File: config.mk
export PLATFORM = sky130hd
export DESIGN_NAME = lls_status
export DESIGN_NICKNAME = d
export VERILOG_FILES = /design/src/shared/lls_pkg.sv /design/src/verilog/lls_status.sv
export VERILOG_INCLUDE_DIRS = /design/src /design/src/shared
export SDC_FILE = /design/constraint.sdc
export NUM_CORES = 1
export LEC_CHECK = 0
export BUFFER_PORTS_ARGS = -buffer_cell sky130_fd_sc_hd__buf_2
export CAP_MARGIN = 20
export CORE_MARGIN = 3
export CORE_UTILIZATION = 25
export DETAILED_ROUTE_END_ITERATION = 8
export HOLD_SLACK_MARGIN = 0.12
export PLACE_DENSITY = 0.64
export SLEW_MARGIN = 40
export SYNTH_ARGS = -nofsm -noshare
export SYNTH_HDL_FRONTEND = slang
export SYNTH_SLANG_ARGS = --single-unit
File: constraint.sdc
create_clock -name clk_i -period 0.8 [get_ports clk_i]
set_input_delay 0.16 -clock clk_i [delete_from_list [all_inputs] [get_ports clk_i]]
set_output_delay 0.16 -clock clk_i [all_outputs]
set_load 0.05 [all_outputs]
File: src/shared/lls_map.svh
// Offsets, field positions and reset values of the layer-1 link status register.
`ifndef LLS_MAP_SVH
`define LLS_MAP_SVH
`define LLS_ADDR_W 8
`define LLS_STATUS_OFS 8'h04
`define LLS_BIT_RFP 12
`define LLS_BIT_FREQ 11
`define LLS_BIT_LOS_HOLD 10
`define LLS_BIT_ERR_HOLD 9
`define LLS_BIT_SYNC_HOLD 8
`define LLS_BIT_LOS 2
`define LLS_BIT_ERR 1
`define LLS_BIT_SYNC 0
`define LLS_RESET 32'h00000000
`define LLS_UNMAPPED 32'h00000000
`define LLS_FRAME_PERIOD_MS 10
`endif

File: src/shared/lls_pkg.sv
// Types shared by the layer-1 link status register.
package lls_pkg;
  typedef struct packed {
    logic los;
    logic code_violation;
    logic hfnsync;
  } lls_live_s;
  typedef struct packed {
    logic [7:0] address;
    logic read;
    logic write;
    logic [31:0] writedata;
  } lls_req_s;
  typedef enum logic {LLS_IDLE, LLS_ANSWER} lls_state_e;
endpackage

File: src/verilog/lls_status.sv
// Read-to-clear layer-1 link status register behind an Avalon-MM slave.
//
// The Avalon-MM slave port was decided locally.
`timescale 1ns/1ps
`include "lls_map.svh"

module lls_status #(
  parameter bit DEBUG_INTERFACE_OPTION = 1'b1
) (
  // Clock and reset.
  input wire logic clk_i,
  input wire logic reset_n_i,
  // Avalon-MM slave.
  input wire logic [7:0] avs_address_i,
  input wire logic avs_read_i,
  input wire logic avs_write_i,
  input wire logic [31:0] avs_writedata_i,
  output logic [31:0] avs_readdata_o,
  output logic avs_waitrequest_o,
  // Receiver status inputs, synchronous to clk_i.
  input wire logic rx_los_i,
  input wire logic rx_code_violation_i,
  input wire logic rx_hfnsync_i,
  input wire logic rx_frame_pulse_i,
  input wire logic rx_freq_mismatch_i,
  // Debug view of the mismatch pulse; tied low when the option is off.
  output logic rx_freq_alarm_o
);

  ////////////////////////////////////////////////////////////////////////////
  // Release passes two flops so that every register leaves reset on the same edge.
  logic rst_meta_n;
  logic rst_n;

  always_ff @(posedge clk_i or negedge reset_n_i) begin
    if (!reset_n_i) begin
      rst_meta_n <= 1'b0;
      rst_n <= 1'b0;
    end else begin
      rst_meta_n <= 1'b1;
      rst_n <= rst_meta_n;
    end
  end

  ////////////////////////////////////////////////////////////////////////////
  lls_pkg::lls_req_s req;
  lls_pkg::lls_live_s live;
  lls_pkg::lls_state_e state;
  logic [31:0] status;
  logic [31:0] next_status;
  logic [31:0] events;
  // Decodes a read of the status word; it both clears the fields and selects the answer.
  function automatic logic status_read(input lls_pkg::lls_req_s r);
    return r.read && (r.address == `LLS_STATUS_OFS);
  endfunction
  wire accept = (state == lls_pkg::LLS_IDLE) && (req.read || req.write);
  // A read of the status word is the only clearing event.
  wire clear_rd = accept && status_read(req);

  assign req = '{address: avs_address_i, read: avs_read_i, write: avs_write_i, writedata: avs_writedata_i};
  assign live = '{los: rx_los_i, code_violation: rx_code_violation_i, hfnsync: rx_hfnsync_i};

  // Live and sticky fields share one set path, since all of them are read-to-clear.
  always_comb begin
    events = `LLS_RESET;
    events[`LLS_BIT_RFP] = rx_frame_pulse_i;
    events[`LLS_BIT_FREQ] = rx_freq_mismatch_i;
    events[`LLS_BIT_LOS_HOLD] = live.los;
    events[`LLS_BIT_ERR_HOLD] = live.code_violation;
    events[`LLS_BIT_SYNC_HOLD] = live.hfnsync;
    events[`LLS_BIT_LOS] = live.los;
    events[`LLS_BIT_ERR] = live.code_violation;
    events[`LLS_BIT_SYNC] = live.hfnsync;
  end

  // read clears, set wins
  // Clearing on the read lets a condition still present show again on the next read, which is why
  // software must read twice to see the present state rather than history.
  assign next_status = (clear_rd ? `LLS_RESET : status) | events;

  always_ff @(posedge clk_i or negedge rst_n) begin
    if (!rst_n) begin
      status <= `LLS_RESET;
    end else begin
      status <= next_status;
    end
  end

  // Checks on the status fields.
  read_reload_a: assert property (@(posedge clk_i) disable iff (!rst_n)
    clear_rd |=> status == $past(events))
    else $error("Read did not reload the fields.");
  sticky_keep_a: assert property (@(posedge clk_i) disable iff (!rst_n)
    !clear_rd |=> (status & $past(status)) == $past(status))
    else $error("Sticky field dropped without a read.");
  write_ignore_a: assert property (@(posedge clk_i) disable iff (!rst_n)
    accept && req.write |=> (status & $past(status)) == $past(status))
    else $error("Write changed a field.");
  status_reserved_a: assert property (@(posedge clk_i) disable iff (!rst_n)
    status[31:13] == 19'h0 && status[7:3] == 5'h0)
    else $error("Reserved status bit set.");
  reset_zero_a: assert property (@(posedge clk_i)
    $rose(rst_n) |-> status == `LLS_RESET && avs_waitrequest_o && !rx_freq_alarm_o)
    else $error("Fields not zero after reset.");
  frame_clear_a: assert property (@(posedge clk_i) disable iff (!rst_n)
    clear_rd && !rx_frame_pulse_i |=> !status[`LLS_BIT_RFP])
    else $error("Frame bit not cleared by read.");
  freq_clear_a: assert property (@(posedge clk_i) disable iff (!rst_n)
    clear_rd && !rx_freq_mismatch_i |=> !status[`LLS_BIT_FREQ])
    else $error("Mismatch bit not cleared by read.");
  los_clear_a: assert property (@(posedge clk_i) disable iff (!rst_n)
    clear_rd && !rx_los_i |=> !status[`LLS_BIT_LOS] && !status[`LLS_BIT_LOS_HOLD])
    else $error("Loss bits not cleared by read.");
  err_clear_a: assert property (@(posedge clk_i) disable iff (!rst_n)
    clear_rd && !rx_code_violation_i |=> !status[`LLS_BIT_ERR] && !status[`LLS_BIT_ERR_HOLD])
    else $error("Error bits not cleared by read.");
  sync_clear_a: assert property (@(posedge clk_i) disable iff (!rst_n)
    clear_rd && !rx_hfnsync_i |=> !status[`LLS_BIT_SYNC] && !status[`LLS_BIT_SYNC_HOLD])
    else $error("Sync bits not cleared by read.");

  ////////////////////////////////////////////////////////////////////////////
  // One wait state: the request is taken on the first edge and answered on the next.
  // Writes are answered the same way so that a master never stalls, but they change no field.
  always_ff @(posedge clk_i or negedge rst_n) begin
    if (!rst_n) begin
      state <= lls_pkg::LLS_IDLE;
      avs_waitrequest_o <= 1'b1;
      avs_readdata_o <= `LLS_UNMAPPED;
    end else begin
      unique case (state)
        lls_pkg::LLS_IDLE: begin
          if (accept) begin
            state <= lls_pkg::LLS_ANSWER;
            avs_waitrequest_o <= 1'b0;
            avs_readdata_o <= status_read(req) ? status : `LLS_UNMAPPED;
          end
        end
        lls_pkg::LLS_ANSWER: begin
          state <= lls_pkg::LLS_IDLE;
          avs_waitrequest_o <= 1'b1;
        end
      endcase
    end
  end

  // Checks on the bus answer.
  read_data_a: assert property (@(posedge clk_i) disable iff (!rst_n)
    accept && status_read(req) |=> avs_readdata_o == $past(status))
    else $error("Read answer not the held fields.");
  unmapped_zero_a: assert property (@(posedge clk_i) disable iff (!rst_n)
    accept && !status_read(req) |=> avs_readdata_o == `LLS_UNMAPPED)
    else $error("Other access answered non-zero.");
  answer_once_a: assert property (@(posedge clk_i) disable iff (!rst_n)
    !avs_waitrequest_o |=> avs_waitrequest_o)
    else $error("Answer stood too long.");
  idle_wait_a: assert property (@(posedge clk_i) disable iff (!rst_n)
    !avs_waitrequest_o |-> state == lls_pkg::LLS_ANSWER)
    else $error("Answer given outside the answer state.");

  ////////////////////////////////////////////////////////////////////////////
  // With the option off the pin stays tied low, so that both builds share one port list.
  // debug mismatch output
  always_ff @(posedge clk_i or negedge rst_n) begin
    if (!rst_n) begin
      rx_freq_alarm_o <= 1'b0;
    end else begin
      rx_freq_alarm_o <= DEBUG_INTERFACE_OPTION & rx_freq_mismatch_i;
    end
  end

  debug_quiet_a: assert property (@(posedge clk_i) disable iff (!rst_n)
    !rx_freq_mismatch_i |=> !rx_freq_alarm_o)
    else $error("Debug pulse without mismatch.");

  ////////////////////////////////////////////////////////////////////////////
  frame_sticky_a: assert property (@(posedge clk_i) disable iff (!rst_n)
    rx_frame_pulse_i |=> status[`LLS_BIT_RFP]) else $error("Frame pulse not held.");
  freq_sticky_a: assert property (@(posedge clk_i) disable iff (!rst_n)
    status[`LLS_BIT_FREQ] && !clear_rd |=> status[`LLS_BIT_FREQ]) else $error("Mismatch bit lost.");
  debug_pulse_a: assert property (@(posedge clk_i) disable iff (!rst_n)
    rx_freq_mismatch_i |=> rx_freq_alarm_o == DEBUG_INTERFACE_OPTION) else $error("Debug pulse wrong.");
  hold_copy_a: assert property (@(posedge clk_i) disable iff (!rst_n)
    live.los |=> status[`LLS_BIT_LOS_HOLD]) else $error("Hold copy missing.");
  hold_err_a: assert property (@(posedge clk_i) disable iff (!rst_n)
    live.code_violation |=> status[`LLS_BIT_ERR_HOLD])
    else $error("Error hold copy missing.");
  hold_sync_a: assert property (@(posedge clk_i) disable iff (!rst_n)
    live.hfnsync |=> status[`LLS_BIT_SYNC_HOLD])
    else $error("Sync hold copy missing.");
  los_flag_a: assert property (@(posedge clk_i) disable iff (!rst_n)
    rx_los_i |=> status[`LLS_BIT_LOS]) else $error("Loss flag missing.");
  err_flag_a: assert property (@(posedge clk_i) disable iff (!rst_n)
    rx_code_violation_i |=> status[`LLS_BIT_ERR]) else $error("Error flag missing.");
  sync_flag_a: assert property (@(posedge clk_i) disable iff (!rst_n)
    rx_hfnsync_i |=> status[`LLS_BIT_SYNC]) else $error("Sync flag missing.");
  read_clear_a: assert property (@(posedge clk_i) disable iff (!rst_n)
    clear_rd && events == `LLS_RESET |=> status == `LLS_RESET ##1 avs_readdata_o == $past(avs_readdata_o))
    else $error("Read did not clear.");
  reserved_zero_a: assert property (@(posedge clk_i) disable iff (!rst_n)
    !avs_waitrequest_o |-> avs_readdata_o[31:13] == 19'h0 && avs_readdata_o[7:3] == 5'h0)
    else $error("Reserved bits set.");
  answer_time_a: assert property (@(posedge clk_i) disable iff (!rst_n)
    accept |=> !avs_waitrequest_o ##1 avs_waitrequest_o) else $error("Answer timing wrong.");

endmodule

==> results of run 1 <==
-- through the flow --
stage                     std cells  setup slack [ps]
after floorplan                  96              -318
after global placement          147              -355
after detailed placement        147              -390
after CTS                       160              -404
after global routing            165              -487
final                           165              -424
-- cell families (layout without fill, tap and decap cells) --
group                  after synthesis  in the layout  share of synthesized area, %
AOI/OAI and AO/OA                   17             18                          15.8
buffers and inverters               26             48                          20.4
DFF                                 21             21                          55.1
other                                2             25                         0.786
and+or+nand+nor                      7              7                          7.85
-- layout by cell type (no fill, tap or decap), drive strengths merged --
cell type    count
and3             1
dfstp            1
nor2             3
o21bai           2
buf             40
conb            25
nand3            1
a22o             8
nor4b            2
dlygate4sd3      3
inv              1
dfrtp           20
a21o             8
clkbuf           4
-- state kept, by name, indices dropped and copies added (netlist names) --
signal / flops
avs_readdata_o: 8
avs_waitrequest_o: 1
state: 1
rx_freq_alarm_o: 1
status: 8
rst_n: 1
rst_meta_n: 1
-- Yosys cell counts --
library cell  number  share of area, %
buf_4             24                19
dfrtp_1           20                52
a21o_1             8               6.3
a22o_2             8               8.4
nor2_1             3               1.2
conb_1             2              0.79
nor4b_4            2               5.0
and3_1             1              0.65
buf_6              1               1.2
dfstp_2            1               2.7
inv_1              1              0.39
nand3_2            1               1.0
o21bai_2           1               1.2
-- power groups by stage --
stage | registers (mW) | clock network, mW | logic [mW]
floorplan | 1.19 | 0 | 0.379
global placement | 1.13 | 0 | 0.444
detailed placement | 1.13 | 0 | 0.450
CTS | 1.11 | 0.704 | 0.524
global route | 1.11 | 0.754 | 0.597
finish | 1.11 | 0.680 | 0.565
-- final cells by class --
cell class | instances | share of cell area [%]
clock buffer | 4 | 3.24
inverter | 1 | 0.270
multi-input combinational | 50 | 28.9
sequential | 21 | 37.9
tap | 46 | 4.14
timing repair buffer | 43 | 25.6
-- how the worst min path moves through the flow --
stage	from	to	slack (ps)	depth (start not counted)
2_1_floorplan	reset_n_i	rst_meta_n	-140	0
3_3_place_gp	reset_n_i	rst_meta_n	-50	1
3_5_place_dp	reset_n_i	rst_meta_n	-50	1
4_1_cts	rx_los_i	status[2]	90	2
5_1_grt	rx_hfnsync_i	status[8]	100	2
6_report	rx_los_i	status[2]	90	2
-- metal layers --
metal | vias up | global-route usage, % | wire (µm)
li1 | 294 | - | -
met1 | 315 | 10.1 | 732
met2 | 31 | 15.7 | 1110
met3 | 7 | 2.46 | 157
met4 | 0 | 4.47 | 51
met5 | - | 0 | 0
-- repair_timing --
action,in CTS,in global routing
pin swaps,0,7
gates cloned,1,0
endpoints found under the setup margin,28,28
gates resized for setup,25,10
buffers inserted,5,5
hold endpoints to repair,11,6
==> impl_metrics.py, run 1 <==
metrics = {
    "status": {
        "status": "complete, but fails checks",
        "violations": "negative setup slack",
    },
    "detailed_routing": {
        "postRouteAntennaNets": 0,
        "drtIter0Drc": 3,
        "vias": 647,
        "via_per_inst": 3.92,
        "wl_mm": 2.05,
        "wire_per_inst_um": 12.4,
        "route.detailed.drc": 0,
        "firstDrtPassIters": 3,
    },
    "floorplanning": {
        "io_pins": 83,
        "rows": 21,
        "die_w_um": 67.8,
        "die_h_um": 67.8,
        "die-area_um2": 4600,
        "initial_core_util_pct": 27.4,
        "core_um2": 3490,
    },
    "logic_synthesis": {
        "ys_warn_count": 0,
        "synth-seq-area-share_pct": 55.1,
        "syn_avg_cell_area_um2": 13.1,
        "syn_area_um2": 956,
        "synth-seq-cells": 21,
        "synth_cell_type_count": 13,
        "syn-instance-count": 73,
    },
    "cts": {
        "cts-root-buf": "clkbuf_8",
        "hold_buffers": 3,
        "cts_tree": "built",
        "clk_path_buf_depth": 2,
        "clock-sinks": 21,
        "htreeDepth": 1,
        "path_clk_slew_ps": 70,
        "clkLatencyLatePin_ps": 250,
        "cts_buffers": 3,
    },
    "worst_setup_path": {
        "cp_top_family": "flip-flops",
        "crit_end": "status[0]",
        "crit_type": "register to register",
        "worstReg2RegStart": "state",
        "startpoint_type": "register",
        "critPathMaxStageDelay_ps": 410,
        "crit_buf_inv": 1,
        "cp.depth": 4,
        "worstPathArrival_ps": 1370,
        "timing.rr.end": "status[0]",
        "cp_max_fo": 8,
        "worst-r2r-setup-slack_ps": -420,
        "cp.required_ps": 950,
        "crit_start": "state",
        "cp_slowest_cell": "dfrtp_1",
        "cp-end-kind": "register",
        "path_cells": "nor4b_4 > buf_4 > nand3_4 > a21o_1",
        "reg2regPathDepth": 4,
    },
    "finish": {
        "area_delta_synth_final_pct": 45.4,
        "diodes": 0,
        "register_area_um2": 527,
        "fillers": 345,
        "post-route-util_pct": 39.8,
        "num-nets-final": 169,
        "stdcell_area_um2": 1390,
        "drive_gt1_share_pct": 49.6,
        "multi_input_area_um2": 402,
    },
    "power_and_ir_drop": {
        "p_sw_mw": 0.753,
        "p_leak_nw": 0.680,
        "power_frac_comb_pct": 24.0,
        "peakVddDrop_mv": 0.675,
        "internal-power_mw": 1.60,
        "pwr-share-seq_pct": 47.1,
        "power.density_nw_per_um2": 1700,
        "p_total_mw": 2.36,
        "p_sw_share_pct": 31.9,
        "pwr-share-clk_pct": 28.9,
    },
    "sta": {
        "drv_slew": 0,
        "finalClockSkew_ps": 1.22,
        "tns_ps": -8970,
        "fin_crit_ps": 1220,
        "finalHoldViolCount": 0,
        "rsz0062_at_grt": "yes",
        "finalSetupViolCount": 28,
        "setup_ws_ps": -424,
        "fmax_ghz": 0.817,
        "period_share_pct": 153,
        "fin_hold_ws_ps": 92.6,
    },
    "placement": {
        "port_buffers": 26,
        "dpl.hpwl_mm": 1.38,
        "gp_congestion": 0.662,
        "placed_cell_area_um2": 1080,
    },
    "global_route": {
        "grt_max_degree": 20,
        "grt_antenna_before_repair": 0,
        "grt_pass1_vias": 652,
        "grt_overflow": 0,
        "grt_util_all_layers_pct": 9.00,
        "grt_pass1_wl_mm": 2.98,
    },
    "job": {
        "drv_cap": 0,
    },
    "hold_path": {
        "min_path_type": "input pin to register",
    },
}
(Power assumes the default switching activity.)
==> run 2: changes to the inputs <==
--- a/config.mk
+++ b/config.mk
@@ -6,13 +6,14 @@
 export SDC_FILE = /design/constraint.sdc
 export NUM_CORES = 1
 export LEC_CHECK = 0
-export BUFFER_PORTS_ARGS = -buffer_cell sky130_fd_sc_hd__buf_2
 export CAP_MARGIN = 20
 export CORE_MARGIN = 3
 export CORE_UTILIZATION = 25
 export DETAILED_ROUTE_END_ITERATION = 8
+export DONT_BUFFER_PORTS = 1
+export GPL_TIMING_DRIVEN = 0
 export HOLD_SLACK_MARGIN = 0.12
-export PLACE_DENSITY = 0.64
+export PLACE_DENSITY = 0.45
 export SLEW_MARGIN = 40
 export SYNTH_ARGS = -nofsm -noshare
 export SYNTH_HDL_FRONTEND = slang
==> run 2 against run 1 <==
Compared with the run above: the run still ends with negative setup slack left; worst setup slack lost 7.2 ps; sequential share of layout area grew 4.3 points; clock skew shrank 0.56 ps; via count shrank 14%; total power shrank 3.4%; wire length shrank 16%; hold slack gained 33 ps; global-route usage shrank 1.0 points; sequential power grew 5%; combinational power shrank 23%.
==> impl_metrics.py, run 2 (same netlist as run 1, synthesis figures left out) <==
metrics = {
    "global_route": {
        "grt_pass1_vias": 555,
        "grt_overflow": 0,
        "grt_util_all_layers_pct": 7.96,
        "grt_pass1_wl_mm": 2.64,
        "grt_antenna_before_repair": 0,
        "grt_max_degree": 20,
    },
    "sta": {
        "tns_ps": -8940,
        "drv_slew": 0,
        "fin_crit_ps": 1230,
        "rsz0062_at_grt": "yes",
        "period_share_pct": 154,
        "setup_ws_ps": -432,
        "fmax_ghz": 0.812,
        "finalHoldViolCount": 0,
        "tightest_slew_ps": 641,
        "finalClockSkew_ps": 0.663,
        "finalSetupViolCount": 28,
        "slew_headroom_pct": 57.3,
    },
    "detailed_routing": {
        "vias": 557,
        "wire_per_inst_um": 11.3,
        "route.detailed.drc": 0,
        "postRouteAntennaNets": 0,
        "via_per_inst": 3.66,
        "firstDrtPassIters": 2,
        "wl_mm": 1.71,
        "drtIter0Drc": 6,
    },
    "worst_setup_path": {
        "reg2regPathDepth": 3,
        "cp.required_ps": 950,
        "path_cells": "nor4b_4 > nand3_2 > a21o_1",
        "cp-end-kind": "register",
        "worstPathArrival_ps": 1380,
        "cp_max_fo": 8,
        "cp_slowest_cell": "dfrtp_1",
        "worst-r2r-setup-slack_ps": -430,
        "worstReg2RegStart": "state",
        "critPathMaxStageDelay_ps": 410,
        "timing.rr.end": "status[10]",
        "startpoint_type": "register",
        "crit_type": "register to register",
    },
    "finish": {
        "post-route-util_pct": 36.6,
        "num-nets-final": 156,
        "drive_gt1_share_pct": 48.1,
        "final_cell_mix": "conb_1, buf_4, dfrtp_2, dfrtp_1",
        "multi_input_area_um2": 380,
        "stdcell_count": 152,
        "layout_commonest_cell": "conb_1",
        "fillers": 368,
        "area_delta_synth_final_pct": 33.6,
        "diodes": 0,
        "top_regs": "avs_readdata_o x8, status x8",
        "register_area_um2": 539,
    },
    "power_and_ir_drop": {
        "power_frac_comb_pct": 19.1,
        "pwr-share-clk_pct": 29.4,
        "internal-power_mw": 1.58,
        "p_leak_nw": 0.612,
        "power.density_nw_per_um2": 1780,
        "p_sw_mw": 0.702,
        "peakVddDrop_mv": 1.18,
        "pwr-share-seq_pct": 51.6,
        "p_sw_share_pct": 30.8,
    },
    "cts": {
        "cts_tree": "built",
        "path_clk_slew_ps": 70,
        "hold_buffers": 6,
        "cts_buffers": 3,
        "cts-root-buf": "clkbuf_8",
        "clock-sinks": 21,
        "clkLatencyLatePin_ps": 260,
        "htreeDepth": 1,
        "clk_path_buf_depth": 2,
    },
    "placement": {
        "port_buffers": 0,
        "dp_cells": 142,
        "gp_congestion": 0.646,
        "dpl.hpwl_mm": 1.32,
    },
    "status": {
        "status": "complete, but fails checks",
        "violations": "negative setup slack",
    },
    "floorplanning": {
        "core_um2": 3490,
        "die_w_um": 67.8,
        "initial_core_util_pct": 27.4,
        "io_pins": 83,
        "die_h_um": 67.8,
        "rows": 21,
        "die-area_um2": 4600,
    },
    "hold_path": {
        "min_path_type": "input pin to async pin",
    },
    "job": {
        "drv_cap": 0,
    },
}
## run 2: changes by cell type in the layout (fill, tap and decap cells not counted), sizes merged
cell and change:
buf -15, dlygate4sd3 +3, o21bai -1
## run 2: repair_timing
item	in CTS	in global routing
endpoints found under the hold margin	11	2
setup buffers	0	0
gates resized for setup	11	7
pin swaps	3	4
endpoints found under the setup margin	46	28
gates cloned	0	0
## run 2: worst max-delay path by stage
stage	startpoint	endpoint	slack, ps	depth (start not counted)
after global placement	state	status[10]	-400	3
final	state	status[10]	-430	3
after detailed placement	state	status[10]	-430	3
after global routing	state	status[9]	-540	3
after CTS	state	status[10]	-440	3
after floorplan	state	avs_readdata_o[0]	-320	4
## run 2: power groups by stage
stage	clock network (mW)	logic (mW)	registers [mW]
global placement	0	0.390	1.20
detailed placement	0	0.392	1.20
global route	0.761	0.460	1.18
CTS	0.701	0.425	1.18
finish	0.669	0.434	1.17
floorplan	0	0.379	1.19
## run 2: layout make-up
cell class | instances | area share, %
sequential | 21 | 42.2
multi-input combinational | 49 | 29.8
buffer | 25 | 15.0
timing repair buffer | 6 | 4.70
tap | 46 | 4.51
clock buffer | 4 | 3.53
inverter | 1 | 0.294
## run 2: routing by layer
metal  wire (µm)  vias up  part of all wire, %  global-route usage, %
li1            -      264                    -                      -
met1         603      254                   35                   8.11
met5           0        -                    0                      0
met2         798       36                   47                   13.5
met3         287        3                   17                   4.60
met4          19        0                  1.1                   2.98
## run 2: worst max-delay path: cells and delay by family, from the launching register on
kind            cells  cell delay, ps
flops               1             410
simple gates        2             490
compound gates      1             220
## run 2: metrics by stage
stage / setup WS (ps) / hold WS (ps) / power, mW / instance area, µm²
after floorplan: -318 / -136 / 1.56 / 1040
after global placement: -403 / -136 / 1.58 / 1100
after detailed placement: -426 / -136 / 1.59 / 1100
after CTS: -441 / 123 / 2.30 / 1240
after global routing: -535 / 115 / 2.40 / 1280
final: -432 / 125 / 2.28 / 1280
